### src/design/e1_ssm_cfg.svh
`ifndef E1_SSM_CFG_SVH
`define E1_SSM_CFG_SVH
// Functional notes
// RL1: send each code MSB first, starting in multiframe frame 1.
// RL2: 4-bit quality codes: 0000,0010,0100,1000,1011,1111 defined; others reserved.
// RL3: source select clear picks national Sa bits, set picks Si bit.
// RL4: code insertion beats normal Sa traffic; software enables one Sa bit.
// RL5: Si reception needs CRC multiframe alignment and CRC config not 11.
// RL6: match filter 00/01/10/11 needs 1/3/5/7 identical codes, matches only.
// RL7: receive filter, same encoding, gates receive alarm and message update.
// RL8: receiver watches the overhead bit only while receive enable is set.
// RL9: writing reset bit restores all registers to defaults, then self-clears.
// RL10: send bit transmits the stored code and clears itself.
// RL11: qualified code enters low nibble, old low nibble moves high.
// RL12: three expected codes, each with its own filtered match alarm.
// RL13: change-of-status alarm when qualified code differs from the previous.
// RL14: repeat count sets repetitions before all ones; zero repeats forever.
// RL15: software ends continuous sending by nonzero count plus new send.
// RL16: code insertion runs by itself in every odd frame once started; the code inserts only in the odd frames.
// RL17: received FAS Si bits captured only at the multiframe boundary.
// RL18: FAS Si transmit register, overridden by code sending on Si.
// RL19: reserved upper nibbles ignored on write and read as zero.
// RL20: after the repetitions, all ones are sent until the next send.

// register offsets
`define SSM_ADDR_CTRL     16'h0170
`define SSM_ADDR_RXCODE   16'h0171
`define SSM_ADDR_EXP1     16'h0172
`define SSM_ADDR_EXP2     16'h0173
`define SSM_ADDR_EXP3     16'h0174
`define SSM_ADDR_TXCODE   16'h0175
`define SSM_ADDR_REPEAT   16'h0176
`define SSM_ADDR_FASRX    16'h0177
`define SSM_ADDR_FASTX    16'h0178
// control field positions
`define SSM_CTRL_SRC      7
`define SSM_CTRL_MF_HI    6
`define SSM_CTRL_MF_LO    5
`define SSM_CTRL_RXEN     4
`define SSM_CTRL_RST      3
`define SSM_CTRL_RF_HI    2
`define SSM_CTRL_RF_LO    1
`define SSM_CTRL_SEND     0
// reset values
`define SSM_CTRL_RST_VAL  8'h00
`define SSM_REPEAT_RST    8'h01
// quality level codes
`define SSM_QL_UNKNOWN    4'h0
`define SSM_QL_PRC        4'h2
`define SSM_QL_SSU_A      4'h4
`define SSM_QL_SSU_B      4'h8
`define SSM_QL_SEC        4'hb
`define SSM_QL_DNU        4'hf
// timing within the crc multiframe, frames counted from 0
`define SSM_FIRST_FRAME   3'h1
`define SSM_LAST_FRAME    3'h7
`define SSM_MF_LAST       4'hf
`define SSM_CRC_CFG_BAD   2'h3
`endif

### src/design/e1_ssm_pkg.sv
package e1_ssm_pkg;
    typedef enum logic [1:0] {TX_IDLE, TX_SEND, TX_ONES} tx_state_e;
    typedef struct packed {
        logic       frame_stb;
        logic [3:0] frame_num;
        logic       sa_bit;
        logic       si_bit;
        logic       bit_err;
    } rx_link_s;
    typedef struct packed {
        logic       frame_stb;
        logic [3:0] frame_num;
    } tx_timing_s;
    typedef struct packed {
        logic sa_ins;
        logic sa_bit;
        logic si_bit;
    } tx_out_s;
    typedef struct packed {
        logic       rx_code_alarm;
        logic       cos_alarm;
        logic [2:0] match_alarm;
    } rx_events_s;
endpackage : e1_ssm_pkg

### src/design/e1_ssm_boc_controller.sv
`timescale 1ns/1ps
`include "e1_ssm_cfg.svh"
module e1_ssm_boc_controller (
    // clock and reset
    input  wire logic                  sys_clk_i,
    input  wire logic                  rst_n_i,
    // register port
    input  wire logic [15:0]           addr_i,
    input  wire logic [7:0]            wdata_i,
    input  wire logic                  wr_i,
    input  wire logic                  rd_i,
    output logic [7:0]                 rdata_o,
    // framer receive side
    input  wire e1_ssm_pkg::rx_link_s  rx_link_i,
    input  wire logic                  crc_mf_align_en_i,
    input  wire logic [1:0]            crc_multiframe_config_i,
    // framer transmit side
    input  wire e1_ssm_pkg::tx_timing_s tx_timing_i,
    output e1_ssm_pkg::tx_out_s        tx_out_o,
    // receive events, one-cycle pulses
    output e1_ssm_pkg::rx_events_s     rx_events_o
);
    logic [7:0] ctrl_r;
    logic       sw_rst_r;
    logic [7:0] rx_code_r;
    logic [3:0] exp_r [3];
    logic [3:0] outgoing_code;
    logic [7:0] repeat_count_value;
    logic [7:0] captured_fas_intl_bits;
    logic [7:0] outgoing_fas_intl_bits;
    logic [7:0] fas_sh_r;
    logic       code_source_select;
    logic       code_receive_enable;
    logic       code_send_strobe;
    logic [1:0] match_filter_depth;
    logic [1:0] receive_filter_depth;
    logic       wr_ctrl;

    assign code_source_select   = ctrl_r[`SSM_CTRL_SRC];
    assign code_receive_enable  = ctrl_r[`SSM_CTRL_RXEN];
    assign code_send_strobe     = ctrl_r[`SSM_CTRL_SEND];
    assign match_filter_depth   = ctrl_r[`SSM_CTRL_MF_HI:`SSM_CTRL_MF_LO];
    assign receive_filter_depth = ctrl_r[`SSM_CTRL_RF_HI:`SSM_CTRL_RF_LO];
    assign wr_ctrl              = wr_i && (addr_i == `SSM_ADDR_CTRL);

    function automatic logic [2:0] depth_of(input logic [1:0] sel);
        depth_of = {sel, 1'b1};
    endfunction : depth_of

    // transmit timing
    logic       tx_odd;
    logic       tx_start;
    logic       tx_end;
    logic [3:0] tx_code_r;
    logic [7:0] tx_rem_r;
    e1_ssm_pkg::tx_state_e tx_state_r;
    logic       tx_ins;
    logic       tx_bit;
    logic       fas_bit;

    assign tx_odd   = tx_timing_i.frame_stb && tx_timing_i.frame_num[0];
    assign tx_start = tx_odd && code_send_strobe
                      && (tx_timing_i.frame_num[2:0] == `SSM_FIRST_FRAME);
    assign tx_end   = tx_odd
                      && (tx_timing_i.frame_num[2:0] == `SSM_LAST_FRAME);

    // control register: soft reset and send bits clear themselves
    always_ff @(posedge sys_clk_i or negedge rst_n_i) begin
        if (!rst_n_i) begin
            ctrl_r   <= `SSM_CTRL_RST_VAL;
            sw_rst_r <= 1'b0;
        end else begin
            sw_rst_r <= wr_ctrl && wdata_i[`SSM_CTRL_RST]; // [RL9]
            if (sw_rst_r) begin
                ctrl_r <= `SSM_CTRL_RST_VAL; // [RL9]
            end else if (wr_ctrl) begin
                ctrl_r <= wdata_i;
                ctrl_r[`SSM_CTRL_RST] <= 1'b0; // [RL9]
                // a write of one in the start cycle wins over the clear
                if (!wdata_i[`SSM_CTRL_SEND] && tx_start) begin
                    ctrl_r[`SSM_CTRL_SEND] <= 1'b0;
                end
            end else if (tx_start) begin
                ctrl_r[`SSM_CTRL_SEND] <= 1'b0; // [RL10]
            end
        end
    end

    // software written registers, reserved nibbles not stored
    always_ff @(posedge sys_clk_i or negedge rst_n_i) begin
        if (!rst_n_i) begin
            exp_r                  <= '{default: 4'h0};
            outgoing_code          <= 4'h0;
            repeat_count_value     <= `SSM_REPEAT_RST;
            outgoing_fas_intl_bits <= 8'h00;
        end else if (sw_rst_r) begin
            exp_r                  <= '{default: 4'h0};
            outgoing_code          <= 4'h0;
            repeat_count_value     <= `SSM_REPEAT_RST; // [RL14]
            outgoing_fas_intl_bits <= 8'h00;
        end else if (wr_i) begin
            case (addr_i)
                `SSM_ADDR_EXP1:   exp_r[0] <= wdata_i[3:0]; // [RL19]
                `SSM_ADDR_EXP2:   exp_r[1] <= wdata_i[3:0];
                `SSM_ADDR_EXP3:   exp_r[2] <= wdata_i[3:0];
                `SSM_ADDR_TXCODE: outgoing_code <= wdata_i[3:0]; // [RL2]
                `SSM_ADDR_REPEAT: repeat_count_value <= wdata_i;
                `SSM_ADDR_FASTX:  outgoing_fas_intl_bits <= wdata_i;
                default: ;
            endcase
        end
    end

    // read data one cycle after the strobe, zero when unmapped
    always_ff @(posedge sys_clk_i or negedge rst_n_i) begin
        if (!rst_n_i) begin
            rdata_o <= 8'h00;
        end else if (rd_i) begin
            case (addr_i)
                `SSM_ADDR_CTRL:   rdata_o <= ctrl_r;
                `SSM_ADDR_RXCODE: rdata_o <= rx_code_r;
                `SSM_ADDR_EXP1:   rdata_o <= {4'h0, exp_r[0]}; // [RL19]
                `SSM_ADDR_EXP2:   rdata_o <= {4'h0, exp_r[1]};
                `SSM_ADDR_EXP3:   rdata_o <= {4'h0, exp_r[2]};
                `SSM_ADDR_TXCODE: rdata_o <= {4'h0, outgoing_code};
                `SSM_ADDR_REPEAT: rdata_o <= repeat_count_value;
                `SSM_ADDR_FASRX:  rdata_o <= captured_fas_intl_bits;
                `SSM_ADDR_FASTX:  rdata_o <= outgoing_fas_intl_bits;
                default:          rdata_o <= 8'h00;
            endcase
        end else begin
            rdata_o <= 8'h00;
        end
    end

    // transmit sequencer: code repeats, then all ones
    always_ff @(posedge sys_clk_i or negedge rst_n_i) begin
        if (!rst_n_i) begin
            tx_state_r <= e1_ssm_pkg::TX_IDLE;
            tx_code_r  <= 4'h0;
            tx_rem_r   <= 8'h00;
        end else if (sw_rst_r) begin
            tx_state_r <= e1_ssm_pkg::TX_IDLE;
            tx_code_r  <= 4'h0;
            tx_rem_r   <= 8'h00;
        end else if (tx_start) begin
            tx_state_r <= e1_ssm_pkg::TX_SEND; // [RL10] [RL15]
            tx_code_r  <= outgoing_code;
            tx_rem_r   <= repeat_count_value;
        end else if (tx_end) begin
            case (tx_state_r)
                e1_ssm_pkg::TX_SEND: begin
                    if (tx_rem_r == 8'h01) begin
                        tx_state_r <= e1_ssm_pkg::TX_ONES; // [RL20]
                    end else if (tx_rem_r != 8'h00) begin
                        tx_rem_r <= tx_rem_r - 8'h01; // [RL14]
                    end
                end
                e1_ssm_pkg::TX_ONES: tx_state_r <= e1_ssm_pkg::TX_ONES;
                e1_ssm_pkg::TX_IDLE: tx_state_r <= e1_ssm_pkg::TX_IDLE;
                default:             tx_state_r <= e1_ssm_pkg::TX_IDLE;
            endcase
        end
    end

    // bit for the coming frame; a start uses the fresh code's msb
    always_comb begin
        tx_ins = tx_start || (tx_state_r != e1_ssm_pkg::TX_IDLE); // [RL16]
        if (tx_start) begin
            tx_bit = outgoing_code[3]; // [RL1]
        end else if (tx_state_r == e1_ssm_pkg::TX_SEND) begin
            tx_bit = tx_code_r[~tx_timing_i.frame_num[2:1]]; // [RL1]
        end else begin
            tx_bit = 1'b1; // [RL20]
        end
        fas_bit = outgoing_fas_intl_bits[~tx_timing_i.frame_num[3:1]];
    end

    // insertion only in the odd frames of each half multiframe
    always_ff @(posedge sys_clk_i or negedge rst_n_i) begin
        if (!rst_n_i) begin
            tx_out_o <= '0;
        end else if (tx_timing_i.frame_stb) begin
            tx_out_o.sa_ins <= tx_ins && tx_odd && !code_source_select; // [RL4] [RL3]
            tx_out_o.sa_bit <= tx_bit;
            if (tx_ins && tx_odd && code_source_select) begin
                tx_out_o.si_bit <= tx_bit; // [RL18] [RL3]
            end else if (!tx_timing_i.frame_num[0]) begin
                tx_out_o.si_bit <= fas_bit; // [RL18]
            end else begin
                tx_out_o.si_bit <= 1'b1;
            end
        end
    end

    // receive side
    logic       rx_on;
    logic       rx_odd;
    logic       rx_bit;
    logic       rx_done;
    logic [2:0] rx_sh_r;
    logic       rx_err_r;
    logic [3:0] rx_new;
    logic       rx_bad;
    logic [3:0] rx_last_r;
    logic [2:0] rx_cnt_r;
    logic [2:0] rx_cnt_nxt;
    logic       rx_upd;

    assign rx_on  = code_receive_enable // [RL8]
                    && (!code_source_select || (crc_mf_align_en_i
                    && crc_multiframe_config_i != `SSM_CRC_CFG_BAD)); // [RL5]
    assign rx_odd = rx_link_i.frame_stb && rx_link_i.frame_num[0] && rx_on;
    assign rx_bit = code_source_select ? rx_link_i.si_bit
                                       : rx_link_i.sa_bit; // [RL3]
    assign rx_done = rx_odd
                     && (rx_link_i.frame_num[2:0] == `SSM_LAST_FRAME);
    assign rx_new = {rx_sh_r, rx_bit};
    assign rx_bad = rx_err_r || rx_link_i.bit_err;

    // run length of identical error free codes, saturating at seven
    always_comb begin
        if (rx_bad) begin
            rx_cnt_nxt = 3'h0;
        end else if (rx_new == rx_last_r && rx_cnt_r != 3'h7
                     && rx_cnt_r != 3'h0) begin
            rx_cnt_nxt = rx_cnt_r + 3'h1;
        end else if (rx_new == rx_last_r && rx_cnt_r == 3'h7) begin
            rx_cnt_nxt = 3'h7;
        end else begin
            rx_cnt_nxt = 3'h1;
        end
    end

    assign rx_upd = rx_done
                    && rx_cnt_nxt == depth_of(receive_filter_depth)
                    && rx_cnt_r != rx_cnt_nxt; // [RL7]

    always_ff @(posedge sys_clk_i or negedge rst_n_i) begin
        if (!rst_n_i) begin
            rx_sh_r   <= 3'h0;
            rx_err_r  <= 1'b0;
            rx_last_r <= 4'h0;
            rx_cnt_r  <= 3'h0;
        end else if (sw_rst_r || !rx_on) begin
            rx_sh_r   <= 3'h0;
            rx_err_r  <= 1'b0;
            rx_last_r <= 4'h0;
            rx_cnt_r  <= 3'h0; // [RL8]
        end else if (rx_odd) begin
            rx_sh_r <= rx_new[2:0];
            if (rx_link_i.frame_num[2:0] == `SSM_FIRST_FRAME) begin
                rx_err_r <= rx_link_i.bit_err;
            end else begin
                rx_err_r <= rx_bad;
            end
            if (rx_done) begin
                rx_last_r <= rx_new;
                rx_cnt_r  <= rx_cnt_nxt;
            end
        end
    end

    // message register and event pulses
    always_ff @(posedge sys_clk_i or negedge rst_n_i) begin
        if (!rst_n_i) begin
            rx_code_r   <= 8'h00;
            rx_events_o <= '0;
        end else if (sw_rst_r) begin
            rx_code_r   <= 8'h00;
            rx_events_o <= '0;
        end else begin
            rx_events_o.rx_code_alarm <= rx_upd; // [RL7]
            rx_events_o.cos_alarm <= rx_upd && rx_new != rx_code_r[3:0]; // [RL13]
            for (int i = 0; i < 3; i++) begin
                rx_events_o.match_alarm[i] <= rx_done && !rx_bad
                    && rx_cnt_nxt == depth_of(match_filter_depth)
                    && rx_cnt_r != rx_cnt_nxt
                    && rx_new == exp_r[i]; // [RL6] [RL12]
            end
            if (rx_upd) begin
                rx_code_r <= {rx_code_r[3:0], rx_new}; // [RL11]
            end
        end
    end

    // fas si capture, loaded only at the multiframe end
    always_ff @(posedge sys_clk_i or negedge rst_n_i) begin
        if (!rst_n_i) begin
            fas_sh_r               <= 8'h00;
            captured_fas_intl_bits <= 8'h00;
        end else if (sw_rst_r) begin
            fas_sh_r               <= 8'h00;
            captured_fas_intl_bits <= 8'h00;
        end else if (rx_link_i.frame_stb) begin
            if (!rx_link_i.frame_num[0]) begin
                fas_sh_r <= {fas_sh_r[6:0], rx_link_i.si_bit};
            end
            if (rx_link_i.frame_num == `SSM_MF_LAST) begin
                captured_fas_intl_bits <= fas_sh_r; // [RL17]
            end
        end
    end

    AST_RX_GATED: assert property (@(posedge sys_clk_i) disable iff (!rst_n_i)
        !rx_on |=> rx_cnt_r == 3'h0) // [RL8]
        else $error("receive counter runs while disabled");
    AST_SI_CRC: assert property (@(posedge sys_clk_i) disable iff (!rst_n_i)
        code_source_select && crc_multiframe_config_i == 2'h3
        |=> rx_cnt_r == 3'h0 && rx_sh_r == 3'h0) // [RL5]
        else $error("si reception with crc config 11");
    AST_SOFT_RST: assert property (@(posedge sys_clk_i) disable iff (!rst_n_i)
        wr_ctrl && wdata_i[`SSM_CTRL_RST] |=> ##1
        repeat_count_value == 8'h01 && ctrl_r == 8'h00) // [RL9]
        else $error("soft reset did not restore defaults");
    AST_TX_MSB: assert property (@(posedge sys_clk_i) disable iff (!rst_n_i)
        tx_start && !code_source_select |=> tx_out_o.sa_ins
        && tx_out_o.sa_bit == $past(outgoing_code[3])) // [RL1]
        else $error("code msb not sent first");
    AST_SEND_CLR: assert property (@(posedge sys_clk_i) disable iff (!rst_n_i)
        tx_start && !wr_ctrl && !sw_rst_r |=> !code_send_strobe
        && tx_state_r == e1_ssm_pkg::TX_SEND) // [RL10]
        else $error("send bit not cleared at start");
    AST_ONES: assert property (@(posedge sys_clk_i) disable iff (!rst_n_i)
        tx_state_r == e1_ssm_pkg::TX_ONES && !tx_start && tx_odd
        && !code_source_select |=> tx_out_o.sa_bit) // [RL20]
        else $error("ones not sent after repetitions");
    AST_PREV: assert property (@(posedge sys_clk_i) disable iff (!rst_n_i)
        rx_upd && !sw_rst_r |=> rx_code_r[7:4] == $past(rx_code_r[3:0])
        && rx_events_o.rx_code_alarm) // [RL11]
        else $error("previous code not shifted");
    AST_MATCH: assert property (@(posedge sys_clk_i) disable iff (!rst_n_i)
        rx_events_o.match_alarm[0] |-> rx_last_r == exp_r[0]
        && rx_cnt_r == depth_of(match_filter_depth)) // [RL12] [RL6]
        else $error("match alarm without filtered match");
    AST_COS: assert property (@(posedge sys_clk_i) disable iff (!rst_n_i)
        rx_events_o.cos_alarm |-> rx_code_r[7:4] != rx_code_r[3:0]) // [RL13]
        else $error("status change with equal codes");
    AST_FAS_HOLD: assert property (@(posedge sys_clk_i) disable iff (!rst_n_i)
        !(rx_link_i.frame_stb && rx_link_i.frame_num == 4'hf) && !sw_rst_r
        |=> $stable(captured_fas_intl_bits)) // [RL17]
        else $error("fas si capture changed mid multiframe");
    AST_RSVD: assert property (@(posedge sys_clk_i) disable iff (!rst_n_i)
        rd_i && addr_i == `SSM_ADDR_EXP2 |=> rdata_o[7:4] == 4'h0) // [RL19]
        else $error("reserved nibble reads nonzero");
endmodule : e1_ssm_boc_controller

### config.mk
export PLATFORM = sky130hd
export DESIGN_NAME = e1_ssm_boc_controller
export DESIGN_NICKNAME = d
export VERILOG_FILES = /design/src/design/e1_ssm_pkg.sv /design/src/design/e1_ssm_boc_controller.sv
export VERILOG_INCLUDE_DIRS = /design/src /design/src/design
export SDC_FILE = /design/constraint.sdc
export NUM_CORES = 1
export LEC_CHECK = 0
export BUFFER_PORTS_ARGS = -buffer_cell sky130_fd_sc_hd__buf_4
export CAP_MARGIN = 20
export CORE_MARGIN = 4
export CORE_UTILIZATION = 51
export DETAILED_ROUTE_END_ITERATION = 8
export GPL_TIMING_DRIVEN = 0
export PLACE_DENSITY = 0.72
export SETUP_SLACK_MARGIN = 0.02
export SYNTH_ARGS = -nofsm -noshare
export SYNTH_HDL_FRONTEND = slang
export SYNTH_SLANG_ARGS = --single-unit
### constraint.sdc
create_clock -name sys_clk_i -period 3.1 [get_ports sys_clk_i]
set_clock_uncertainty 0.2 [all_clocks]
set_input_delay 0.62 -clock sys_clk_i [delete_from_list [all_inputs] [get_ports sys_clk_i]]
set_output_delay 0.62 -clock sys_clk_i [all_outputs]
set_load 0.02 [all_outputs]
==> summary.txt, run 1 <==
Die
  • IO Pins: 60
  • Die Width: 112.5 um
  • Die Y: 112.5 um
  • Die area: 0.01265 sq mm
  • Initial Utilization: 53.19%
  • Core area: 0.01046 sq mm
  • Rows: 37

Clock network
  • Worst-skew pair later-pin latency: 370 ps
  • CTS tree: done
  • H-tree depth: 3
  • Clk buf depth: 2
  • Clk root buf: clkbuf_8
  • Total CTS buffers: 9
  • # hold bufs at CTS: 0
  • Clk sinks: 105
  • Clock transition at path regs: 100 ps

Worst setup path
  • Worst-path maximum fanout: 10
  • Crit-path max cell delay: 700 ps
  • CP Launch Type: input port
  • Slowest stage cell, crit path: or4b_2
  • Critical path required time: 3170 ps
  • Critical Path Sink Type: flop
  • CP Cell Sequence: buf_4, or4b_2, or2_4, nor4_4, clkbuf_1, a22oi_1, a31oi_1
  • Crit Path Category: input port to flop
  • Critical Path AT: 3030 ps

Synth
  • Synth warn: 0
  • Most instantiated library cell after synthesis: dfrtp_1
  • Synth top area share: 46.76%
  • Sequential fraction of the synthesis area: 47.23%
  • Top post-synthesis cells by count: dfrtp_1 (104), nand2_1 (84), a21oi_1 (70)
  • Synth unique cells: 70
  • Syn nets: 640
  • Cells taking the most area after synthesis: dfrtp_1 (47%), a21oi_1 (6.3%), nand2_1 (5.7%), nand3_1 (4.4%), mux2i_1 (4.0%)
  • Most common flop cell mapped by yosys: dfrtp_1
  • Seq cells post-synth: 105
  • Synth Instances: 589
  • Syn_area_per_cell: 9.449 sq um
  • Async set-reset flop share out of synthesis: 100.0%
  • Cell taking the most area after synthesis: dfrtp_1
  • Post-synth EDFFs: 0
  • Synthesized area: 0.005565 sq mm

Pwr
  • LEAKAGE: 0.002749 uW
  • Cell Pwr Density: 406.0 mW/mm^2
  • Worst IR Drop VDD: 0.2149 mV

Detailed routing
  • # DRC: 0
  • DR vias/cell: 6.053
  • Mean routed wirelength per cell: 18.89 um
  • Via Count: 4830
  • Detailed Route WL: 15.07 mm
  • First DRT Iteration DRCs: 464
  • Pre-antenna DRT Iters: 6
  • DRT antenna net count: 0

Global routing
  • First-pass GRT wire length: 24.79 mm
  • Number of global-route vias before repair: 4645
  • Largest net degree at the start of global routing: 63
  • Initial antenna violation count: 0
  • Total GRT Usage: 24.45%
  • Total grt overflow: 0

Layout
  • Antenna diodes: 0
  • Filler-free cell count of the finished design: 798
  • Final instance area: 0.006439 sq mm
  • Share of cells above drive strength 1: 17.67%
  • Area Growth Syn to Fin: 15.69%
  • Nets@finish: 709

STA
  • Final hold vios: 0
  • Period utilization: 95.68%
  • Final Critical Period: 2966 ps
  • Max-Slew Margin vs Limit: 43.78%
  • Setup violations, final: 0
  • Slew @ Worst Pin: 836.3 ps
  • Pins Over Slew Limit: 0
  • RSZ-0062 raised after global routing: false
  • Setup TNS: 0 ps
  • FMAX: 337.1 MHz
  • WHS: 48.10 ps

Placed design
  • GP Congestion: 0.9070
  • Placed Cells: 783
  • Post-DP HPWL: 11.37 mm
  • Port bufs: 57
  • Dpl cell area: 0.006191 sq mm

Flow run
  • Max-cap violations: 0

Run status
  • Status: complete, no violations

Worst hold path
  • Hold Path Class: input port to async pin
==> worst max-delay path, delay by kind of cell <==
kind	cells	cell delay, ps
compound gates	2	440
simple gates	3	1460
buf+inv	2	500
==> kinds of logic (layout without fill, tap and decap cells) <==
kind of cell             Yosys count  count (layout)  share of synthesized area, %
multiplexers                      29              29                         6.182
buffers and inverters             40             113                         2.990
XOR/XNOR                          28              28                         4.542
AO/OA/AOI/OAI                    139             139                         15.67
AND/OR/NAND/NOR                  241             241                         21.81
adder cells (fa/ha/maj)            7               7                         1.574
flip-flops                       105             105                         47.23
==> worst paths after layout <==
path,from,to,slack (ps),cells past startpoint
max,addr_i[9],rdata_o[1],130,7
min,rst_n_i,fas_sh_r[4],50,1
max reg2reg,rx_cnt_r[1],rx_events_o[1],150,9
min reg2reg,tx_out_o[0],tx_out_o[0],320,1
max in group asynchronous,rst_n_i,repeat_count_value[0],1910,2
min in group sys_clk_i,tx_timing_i[4],tx_out_o[2],270,2
==> power by group <==
group,switching [uW],leakage (uW),internal [uW]
clock network,471,0.0000916,393
registers,61.9,0.00143,1440
logic,138,0.00123,104
==> stage by stage <==
stage / setup WS, ps / util [%] / total power, uW
floorplan: 243.9 / - / 1628
global placement: -181.1 / 58.91 / 1758
detailed placement: -206.9 / 59.17 / 1775
CTS: 34.21 / 61.13 / 2622
global route: 22.90 / 61.54 / 2721
finish: 133.9 / 61.54 / 2614
==> routing by layer <==
layer / track usage, % / share of wire [%] / vias up
li1: - / - / 2261
met1: 36.45 / 46 / 2365
met2: 37.03 / 45 / 184
met3: 4.528 / 7.2 / 20
met4: 6.090 / 1.4 / 0
met5: 0 / 0 / -
==> what timing repair did <==
item | CTS | global route
pin swaps | 0 | 1
gates resized for setup | 1 | 8
endpoints found under the setup margin | 2 | 11
setup buffers | 1 | 0
==> registers in the layout, indices dropped and copies added (netlist names) <==
signal	cells
tx_out_o	3
tx_code_r	4
fas_sh_r	8
ctrl_r	7
outgoing_fas_intl_bits	8
outgoing_code	4
sw_rst_r	1
captured_fas_intl_bits	8
rx_code_r	8
rx_err_r	1
tx_state_r	2
rx_sh_r	3
repeat_count_value	8
exp_r	12
rx_events_o	5
rx_cnt_r	3
tx_rem_r	8
rx_last_r	4
rdata_o	8
==> final cells by class <==
cell class | count | area (sq um)
Clock inverter | 4 | 53.80
Timing Repair Buffer | 59 | 462.9
Buffer | 29 | 125.1
Inverter | 10 | 37.54
Tap cell | 136 | 170.2
Multi-Input combinational cell | 444 | 2818
Sequential cell | 105 | 2630
Clock buffer | 11 | 141.4
Fill cell | 907 | 4024
==> placed cells by master (no fill, tap or decap), types with 6 or more instances in the layout <==
cell type / instances
clkbuf_8: 10
buf_4: 59
mux2i_1: 22
a211oi_1: 8
nor3_1: 7
nand3_1: 49
a222oi_1: 8
a21oi_1: 70
ha_1: 6
clkbuf_1: 22
dfrtp_1: 103
nor2_1: 49
xnor2_1: 19
xor2_1: 8
inv_1: 10
nand2_1: 84
o21ai_0: 16
a22oi_1: 8
No activity file was read; power rests on OpenSTA's default activity.
==> inputs of run 2 (changes only) <==
--- a/config.mk
+++ b/config.mk
@@ -12,6 +12,7 @@
 export CORE_UTILIZATION = 51
 export DETAILED_ROUTE_END_ITERATION = 8
 export GPL_TIMING_DRIVEN = 0
+export MAX_ROUTING_LAYER = met4
 export PLACE_DENSITY = 0.72
 export SETUP_SLACK_MARGIN = 0.02
 export SYNTH_ARGS = -nofsm -noshare
==> run 2 against run 1 <==
  * Sequential share of layout area barely moved
  * Critical path depth rose by 2
  * Register-to-register slack got worse by 70 ps
  * Non-clock buffer count rose by 2
  * Global-route usage rose by 0.75 points
  * Combinational power barely moved
  * Via count rose by 1.9%
  * Final cell count rose by 0.38%
  * Sequential power barely moved
==> summary.txt, run 2 (same netlist as run 1, synthesis figures left out) <==
Run status
  • Status: complete, no violations

Placed design
  • Port bufs: 57 (unchanged)
  • Pre-CTS setup slack: -209.6 ps (-2.741 ps)
  • Placed Cells: 783 (unchanged)
  • Post-DP HPWL: 11.32 mm (-0.39%)
  • GP Congestion: 0.9347 (+3.1%)

Layout
  • Area Growth Syn to Fin: 15.58% (about the same)
  • Filler-free cell count of the finished design: 801 (+0.38%)
  • Nets@finish: 711 (+0.28%)
  • Most frequent cells in the layout: dfrtp_1 (104), nand2_1 (84), a21oi_1 (70)
  • Antenna diodes: 0 (unchanged)
  • Share of cells above drive strength 1: 18.05% (+0.37 points)
  • Reg with most FFs: exp_r
  • Most common cell after layout, fill and taps aside: dfrtp_1
  • Largest register FFs: 12 (unchanged)

Worst hold path
  • Hold_sp: tx_timing_i[4]
  • Endpoint, Worst Hold: tx_out_o[2]
  • Worst hold path cell count: 2
  • Hold Path Class: input port to flop

Die
  • IO Pins: 60 (unchanged)
  • Die Width: 112.5 um (unchanged)
  • Die Y: 112.5 um (unchanged)
  • Die area: 0.01265 sq mm (unchanged)
  • Core area: 0.01046 sq mm (unchanged)
  • Initial Utilization: 53.19% (unchanged)
  • Rows: 37 (unchanged)

Detailed routing
  • # DRC: 0 (unchanged)
  • Mean routed wirelength per cell: 19.00 um (+0.59%)
  • DR vias/cell: 6.142 (+1.5%)
  • Pre-antenna DRT Iters: 5 (-1)
  • First DRT Iteration DRCs: 465 (+0.22%)
  • Detailed Route WL: 15.22 mm (+0.97%)
  • DRT antenna net count: 0 (unchanged)
  • Via Count: 4920 (+1.9%)

Clock network
  • Clk root buf: clkbuf_8
  • Worst-skew pair later-pin latency: 380 ps (about the same)
  • Clk sinks: 105 (unchanged)
  • CTS tree: done
  • Total CTS buffers: 9 (unchanged)
  • Clock transition at path regs: 100 ps (about the same)
  • H-tree depth: 3 (unchanged)
  • Clk buf depth: 2 (unchanged)

STA
  • Pins Over Slew Limit: 0 (unchanged)
  • Final Critical Period: 3018 ps (+52.10 ps)
  • FMAX: 331.3 MHz (-1.7%)
  • Setup violations, final: 0 (unchanged)
  • Slew @ Worst Pin: 896.6 ps (+60.25 ps)
  • WHS: 267.7 ps (+219.6 ps)
  • RSZ-0062 raised after global routing: true
  • Max-Slew Margin vs Limit: 39.73% (-4.1 points)
  • Final hold vios: 0 (unchanged)
  • Fin worst setup slack: 81.80 ps (-52.10 ps)
  • Period utilization: 97.36% (+1.7 points)

Global routing
  • Initial antenna violation count: 0 (unchanged)
  • Largest net degree at the start of global routing: 73 (+16%)
  • First-pass GRT wire length: 24.83 mm (+0.17%)
  • Total grt overflow: 0 (unchanged)
  • Number of global-route vias before repair: 4824 (+3.9%)
  • Total GRT Usage: 25.20% (+0.75 points)

Pwr
  • LEAKAGE: 0.002769 uW (+0.71%)
  • Cell Pwr Density: 396.6 mW/mm^2 (-2.3%)
  • Worst IR Drop VDD: 0.1893 mV (-12%)

Worst setup path
  • Critical Path Sink Type: flop
  • R2R depth: 9 (unchanged)
  • Slowest stage cell, crit path: or4_4
  • Crit-path max cell delay: 570 ps (-130 ps)
  • Reg2reg start: rx_cnt_r[1]
  • CP Launch Type: flop
  • Slack of the worst reg-to-reg path: 80 ps (-70 ps)
  • Critical path required time: 3190 ps (+20 ps)
  • CP Cell Sequence: ha_1, ha_2, nor2b_1, o21bai_1, a311oi_2, o41ai_2, nand2b_4, or4_4, nor3_2
  • Critical Path AT: 3110 ps (+80 ps)
  • Crit Path Category: flop to flop
  • RR Endpoint: rx_events_o[2]
  • Cell family with most CP delay: simple AND/OR/NAND/NOR gates
  • WP buf/inv: 0 (-2)
  • Worst-path maximum fanout: 7 (-3)

Flow run
  • Max-cap violations: 0 (unchanged)
## run 2: power breakdown
part           internal (uW)  switching (uW)  total [uW]  leakage (uW)
Combinational            106             139         245       0.00125
Clock                    298             502         800     0.0000822
Sequential              1440            61.1        1510       0.00143
## run 2: layer usage
layer	global-route usage, %	part of all wire, %
met1	36.66	46
met2	36.15	45
met3	4.420	8.1
met4	7.612	1.7
met5	-	0
## run 2: worst max path at each step
stage | startpoint | slack, ps | to | cells past startpoint
5_1_grt | rx_cnt_r[1] | -10 | rx_events_o[2] | 9
4_1_cts | ctrl_r[7] | 30 | rx_events_o[2] | 7
3_5_place_dp | addr_i[9] | -210 | rdata_o[2] | 7
2_1_floorplan | addr_i[9] | 240 | repeat_count_value[7] | 8
6_report | rx_cnt_r[1] | 80 | rx_events_o[2] | 9
3_3_place_gp | addr_i[9] | -190 | rdata_o[2] | 7
## run 2: metrics by stage
step / setup TNS (ps) / power [uW] / cell area (sq um) / utilization [%]
2_1_floorplan: 0 / 1628 / 5565 / -
3_3_place_gp: -2734 / 1757 / 6163 / 58.91
3_5_place_dp: -3381 / 1774 / 6191 / 59.17
4_1_cts: 0 / 2561 / 6379 / 60.97
5_1_grt: -20.61 / 2654 / 6432 / 61.48
6_report: 0 / 2551 / 6432 / 61.48
## run 2: area by class of cell
cell class / instances / area [sq um]
fillers: 901 / 4030
multi-input cells: 444 / 2811
flip-flops and latches: 105 / 2629
repair buffers: 61 / 480.5
well taps: 136 / 170.2
plain buffers: 29 / 126.4
clock buffers: 9 / 123.9
clock inverters: 7 / 53.80
inverters: 10 / 37.54
## run 2: timing repair
item / 4_1_cts / 5_1_grt
endpoints found under the setup margin: 0 / 14
hold buffers: 1 / 0
resized for setup: 0 / 9
hold endpoints to repair: 4 / 0
setup buffers: 0 / 2
==> inputs of run 3 (changes only) <==
--- a/config.mk
+++ b/config.mk
@@ -9,11 +9,11 @@
 export BUFFER_PORTS_ARGS = -buffer_cell sky130_fd_sc_hd__buf_4
 export CAP_MARGIN = 20
 export CORE_MARGIN = 4
-export CORE_UTILIZATION = 51
+export CORE_UTILIZATION = 35
 export DETAILED_ROUTE_END_ITERATION = 8
 export GPL_TIMING_DRIVEN = 0
 export MAX_ROUTING_LAYER = met4
-export PLACE_DENSITY = 0.72
+export PLACE_DENSITY = 0.53
 export SETUP_SLACK_MARGIN = 0.02
 export SYNTH_ARGS = -nofsm -noshare
 export SYNTH_HDL_FRONTEND = slang
==> run 3 against run 2 <==
  * Global-route usage decreased by 6.1 points
  * Worst hold slack worse by 210 ps
  * Via count fell by 3.5%
  * Sequential share of layout area shrank 1.1 points
  * Final cell count up 9.1%
  * First-iteration DRC count shrank 9.5%
  * Combinational power about the same
  * Cell area grew 2.9%
  * Fmax grew 1.3%
  * Die area rose by 42%
  * Largest cell class unchanged
==> summary.txt, run 3 (same netlist as run 1, synthesis figures left out) <==
Worst setup path
  • CP Launch Type: input port
  • Critical path required time: 3150 ps (-40 ps)
  • Worst-path maximum fanout: 10 (+3)
  • R2R depth: 9 (unchanged)
  • Crit Path Category: input port to flop
  • Critical Path Sink Type: flop
  • Critical Path AT: 3030 ps (-80 ps)

Pwr
  • P_sw: 711.1 uW (+1.3%)
  • Switching part of the total: 24.95% (-2.6 points)
  • LEAKAGE: 0.002797 uW (+1.0%)
  • Clock power frac: 38.6% (+7.2 points)
  • Sequential share of power: 52.9% (-6.1 points)
  • Pint: 2139 uW (+16%)
  • Worst IR Drop VDD: 0.2495 mV (+32%)
  • Combinational power share: 8.5% (-1.1 points)
  • Cell Pwr Density: 430.6 mW/mm^2 (+8.6%)

Die
  • IO Pins: 60 (unchanged)
  • Core area: 0.01537 sq mm (+47%)
  • Initial Utilization: 36.21% (-17 points)
  • Die area: 0.01798 sq mm (+42%)
  • Die Y: 134.1 um (+19%)
  • Rows: 45 (+22%)
  • Die Width: 134.1 um (+19%)

Global routing
  • Number of global-route vias before repair: 4697 (-2.6%)
  • Initial antenna violation count: 0 (unchanged)
  • First-pass GRT wire length: 26.20 mm (+5.5%)
  • Total GRT Usage: 19.10% (-6.1 points)
  • Total grt overflow: 0 (unchanged)
  • Largest net degree at the start of global routing: 65 (-11%)

STA
  • Final Critical Period: 2978 ps (-39.80 ps)
  • RSZ-0062 raised after global routing: false
  • Period utilization: 96.08% (-1.3 points)
  • Slew @ Worst Pin: 819.9 ps (-76.65 ps)
  • WHS: 61.92 ps (-205.8 ps)
  • Max-Slew Margin vs Limit: 44.88% (+5.2 points)
  • Setup violations, final: 0 (unchanged)
  • Setup TNS: 0 ps (unchanged)
  • Final hold vios: 0 (unchanged)
  • FMAX: 335.8 MHz (+1.3%)
  • Pins Over Slew Limit: 0 (unchanged)

Detailed routing
  • First DRT Iteration DRCs: 421 (-9.5%)
  • Pre-antenna DRT Iters: 8 (+3)
  • Detailed Route WL: 16.27 mm (+6.9%)
  • DR vias/cell: 5.432 (-12%)
  • DRT antenna net count: 0 (unchanged)
  • Mean routed wirelength per cell: 18.62 um (-2.0%)
  • # DRC: 0 (unchanged)
  • Via Count: 4748 (-3.5%)

Layout
  • Layout filler cell count: 1553 (+72%)
  • Most frequent cells in the layout: dfrtp_1 (103), nand2_1 (84), a21oi_1 (70)
  • Area Growth Syn to Fin: 18.95%
  • Nets@finish: 709 (-0.28%)
  • Antenna diodes: 0 (unchanged)
  • Largest register FFs: 12 (unchanged)
  • Filler-free cell count of the finished design: 874 (+9.1%)
  • Most common cell after layout, fill and taps aside: dfrtp_1
  • Reg with most FFs: exp_r
  • Share of cells above drive strength 1: 17.65% (-0.40 points)
  • Final design utilization: 43.07% (-18 points)

Placed design
  • GP Congestion: 0.9180 (-1.8%)
  • Port bufs: 57 (unchanged)
  • Placed Cells: 858 (+9.6%)
  • Post-DP HPWL: 12.23 mm (+8.0%)

Clock network
  • Clk buf depth: 2 (unchanged)
  • CTS tree: done
  • Worst-skew pair later-pin latency: 350 ps (-30 ps)
  • Total CTS buffers: 9 (unchanged)
  • Clk sinks: 105 (unchanged)
  • H-tree depth: 3 (unchanged)
  • Clock transition at path regs: 70 ps (-30 ps)
  • Clk root buf: clkbuf_16

Run status
  • Status: complete, no violations

Flow run
  • Max-cap violations: 0 (unchanged)

Worst hold path
  • Hold Path Class: input port to async pin
## run 3: worst max-delay path: stages
cell and delay, ps:
buf_4 100, or4b_2 710, or2_4 320, nor3_4 210
and2_2 260, and3b_1 270, buf_4 210, a22oi_1 80
a21oi_1 230
## run 3: power by group through the flow
| stage | combinational (uW) | sequential [uW] | clock (uW) |
|---|---|---|---|
| floorplan | 119 | 1510 | 0 |
| global placement | 231 | 1530 | 0 |
| detailed placement | 243 | 1540 | 0 |
| CTS | 245 | 1510 | 1120 |
| global route | 275 | 1520 | 1180 |
| finish | 243 | 1510 | 1100 |
## run 3: layout make-up
cell class                 count  area [sq um]  area share (%)
multi-input combinational    444          2823           42.64
timing repair buffer          59         462.9           6.993
inverter                      10         37.54          0.5670
tap                          211         264.0           3.988
clock inverter                 2         12.51          0.1890
buffer                        29         126.4           1.909
sequential                   105          2630           39.73
clock buffer                  14         264.0           3.988
## run 3: repair_timing
action / in CTS / in global routing
resized for setup: 0 / 12
hold buffers: 0 / 0
endpoints found under the setup margin: 3 / 23
buffers inserted: 1 / 0
pin swaps: 0 / 1
## run 3: path summary, 6_finish.rpt
| check | startpoint | endpoint | slack (ps) |
|---|---|---|---|
| setup / recovery | addr_i[9] | rdata_o[5] | 120 |
| hold reg to reg | tx_out_o[0] | tx_out_o[0] | 330 |
| hold / removal | rst_n_i | rx_events_o[2] | 60 |
| setup reg to reg | rx_cnt_r[1] | rx_events_o[0] | 180 |
| min in group sys_clk_i | tx_timing_i[4] | tx_out_o[2] | 300 |
| max in group asynchronous | rst_n_i | repeat_count_value[7] | 1930 |
## run 3: per-stage QoR
stage / power [uW] / instance area, sq um / setup WS (ps)
global placement: 1764 / 6257 / -284.1
global route: 2971 / 6620 / 51.21
detailed placement: 1778 / 6285 / -299.7
CTS: 2876 / 6569 / 62.91
finish: 2850 / 6620 / 121.6
floorplan: 1628 / 5565 / 243.9
## run 3: routing by layer
| layer | wire (um) | vias to the layer above | track usage (%) |
|---|---|---|---|
| met4 | 178 | 0 | 5.147 |
| li1 | - | 2252 | - |
| met1 | 7786 | 2319 | 27.79 |
| met3 | 960 | 14 | 3.076 |
| met2 | 7344 | 163 | 27.79 |
| met5 | 0 | - | - |
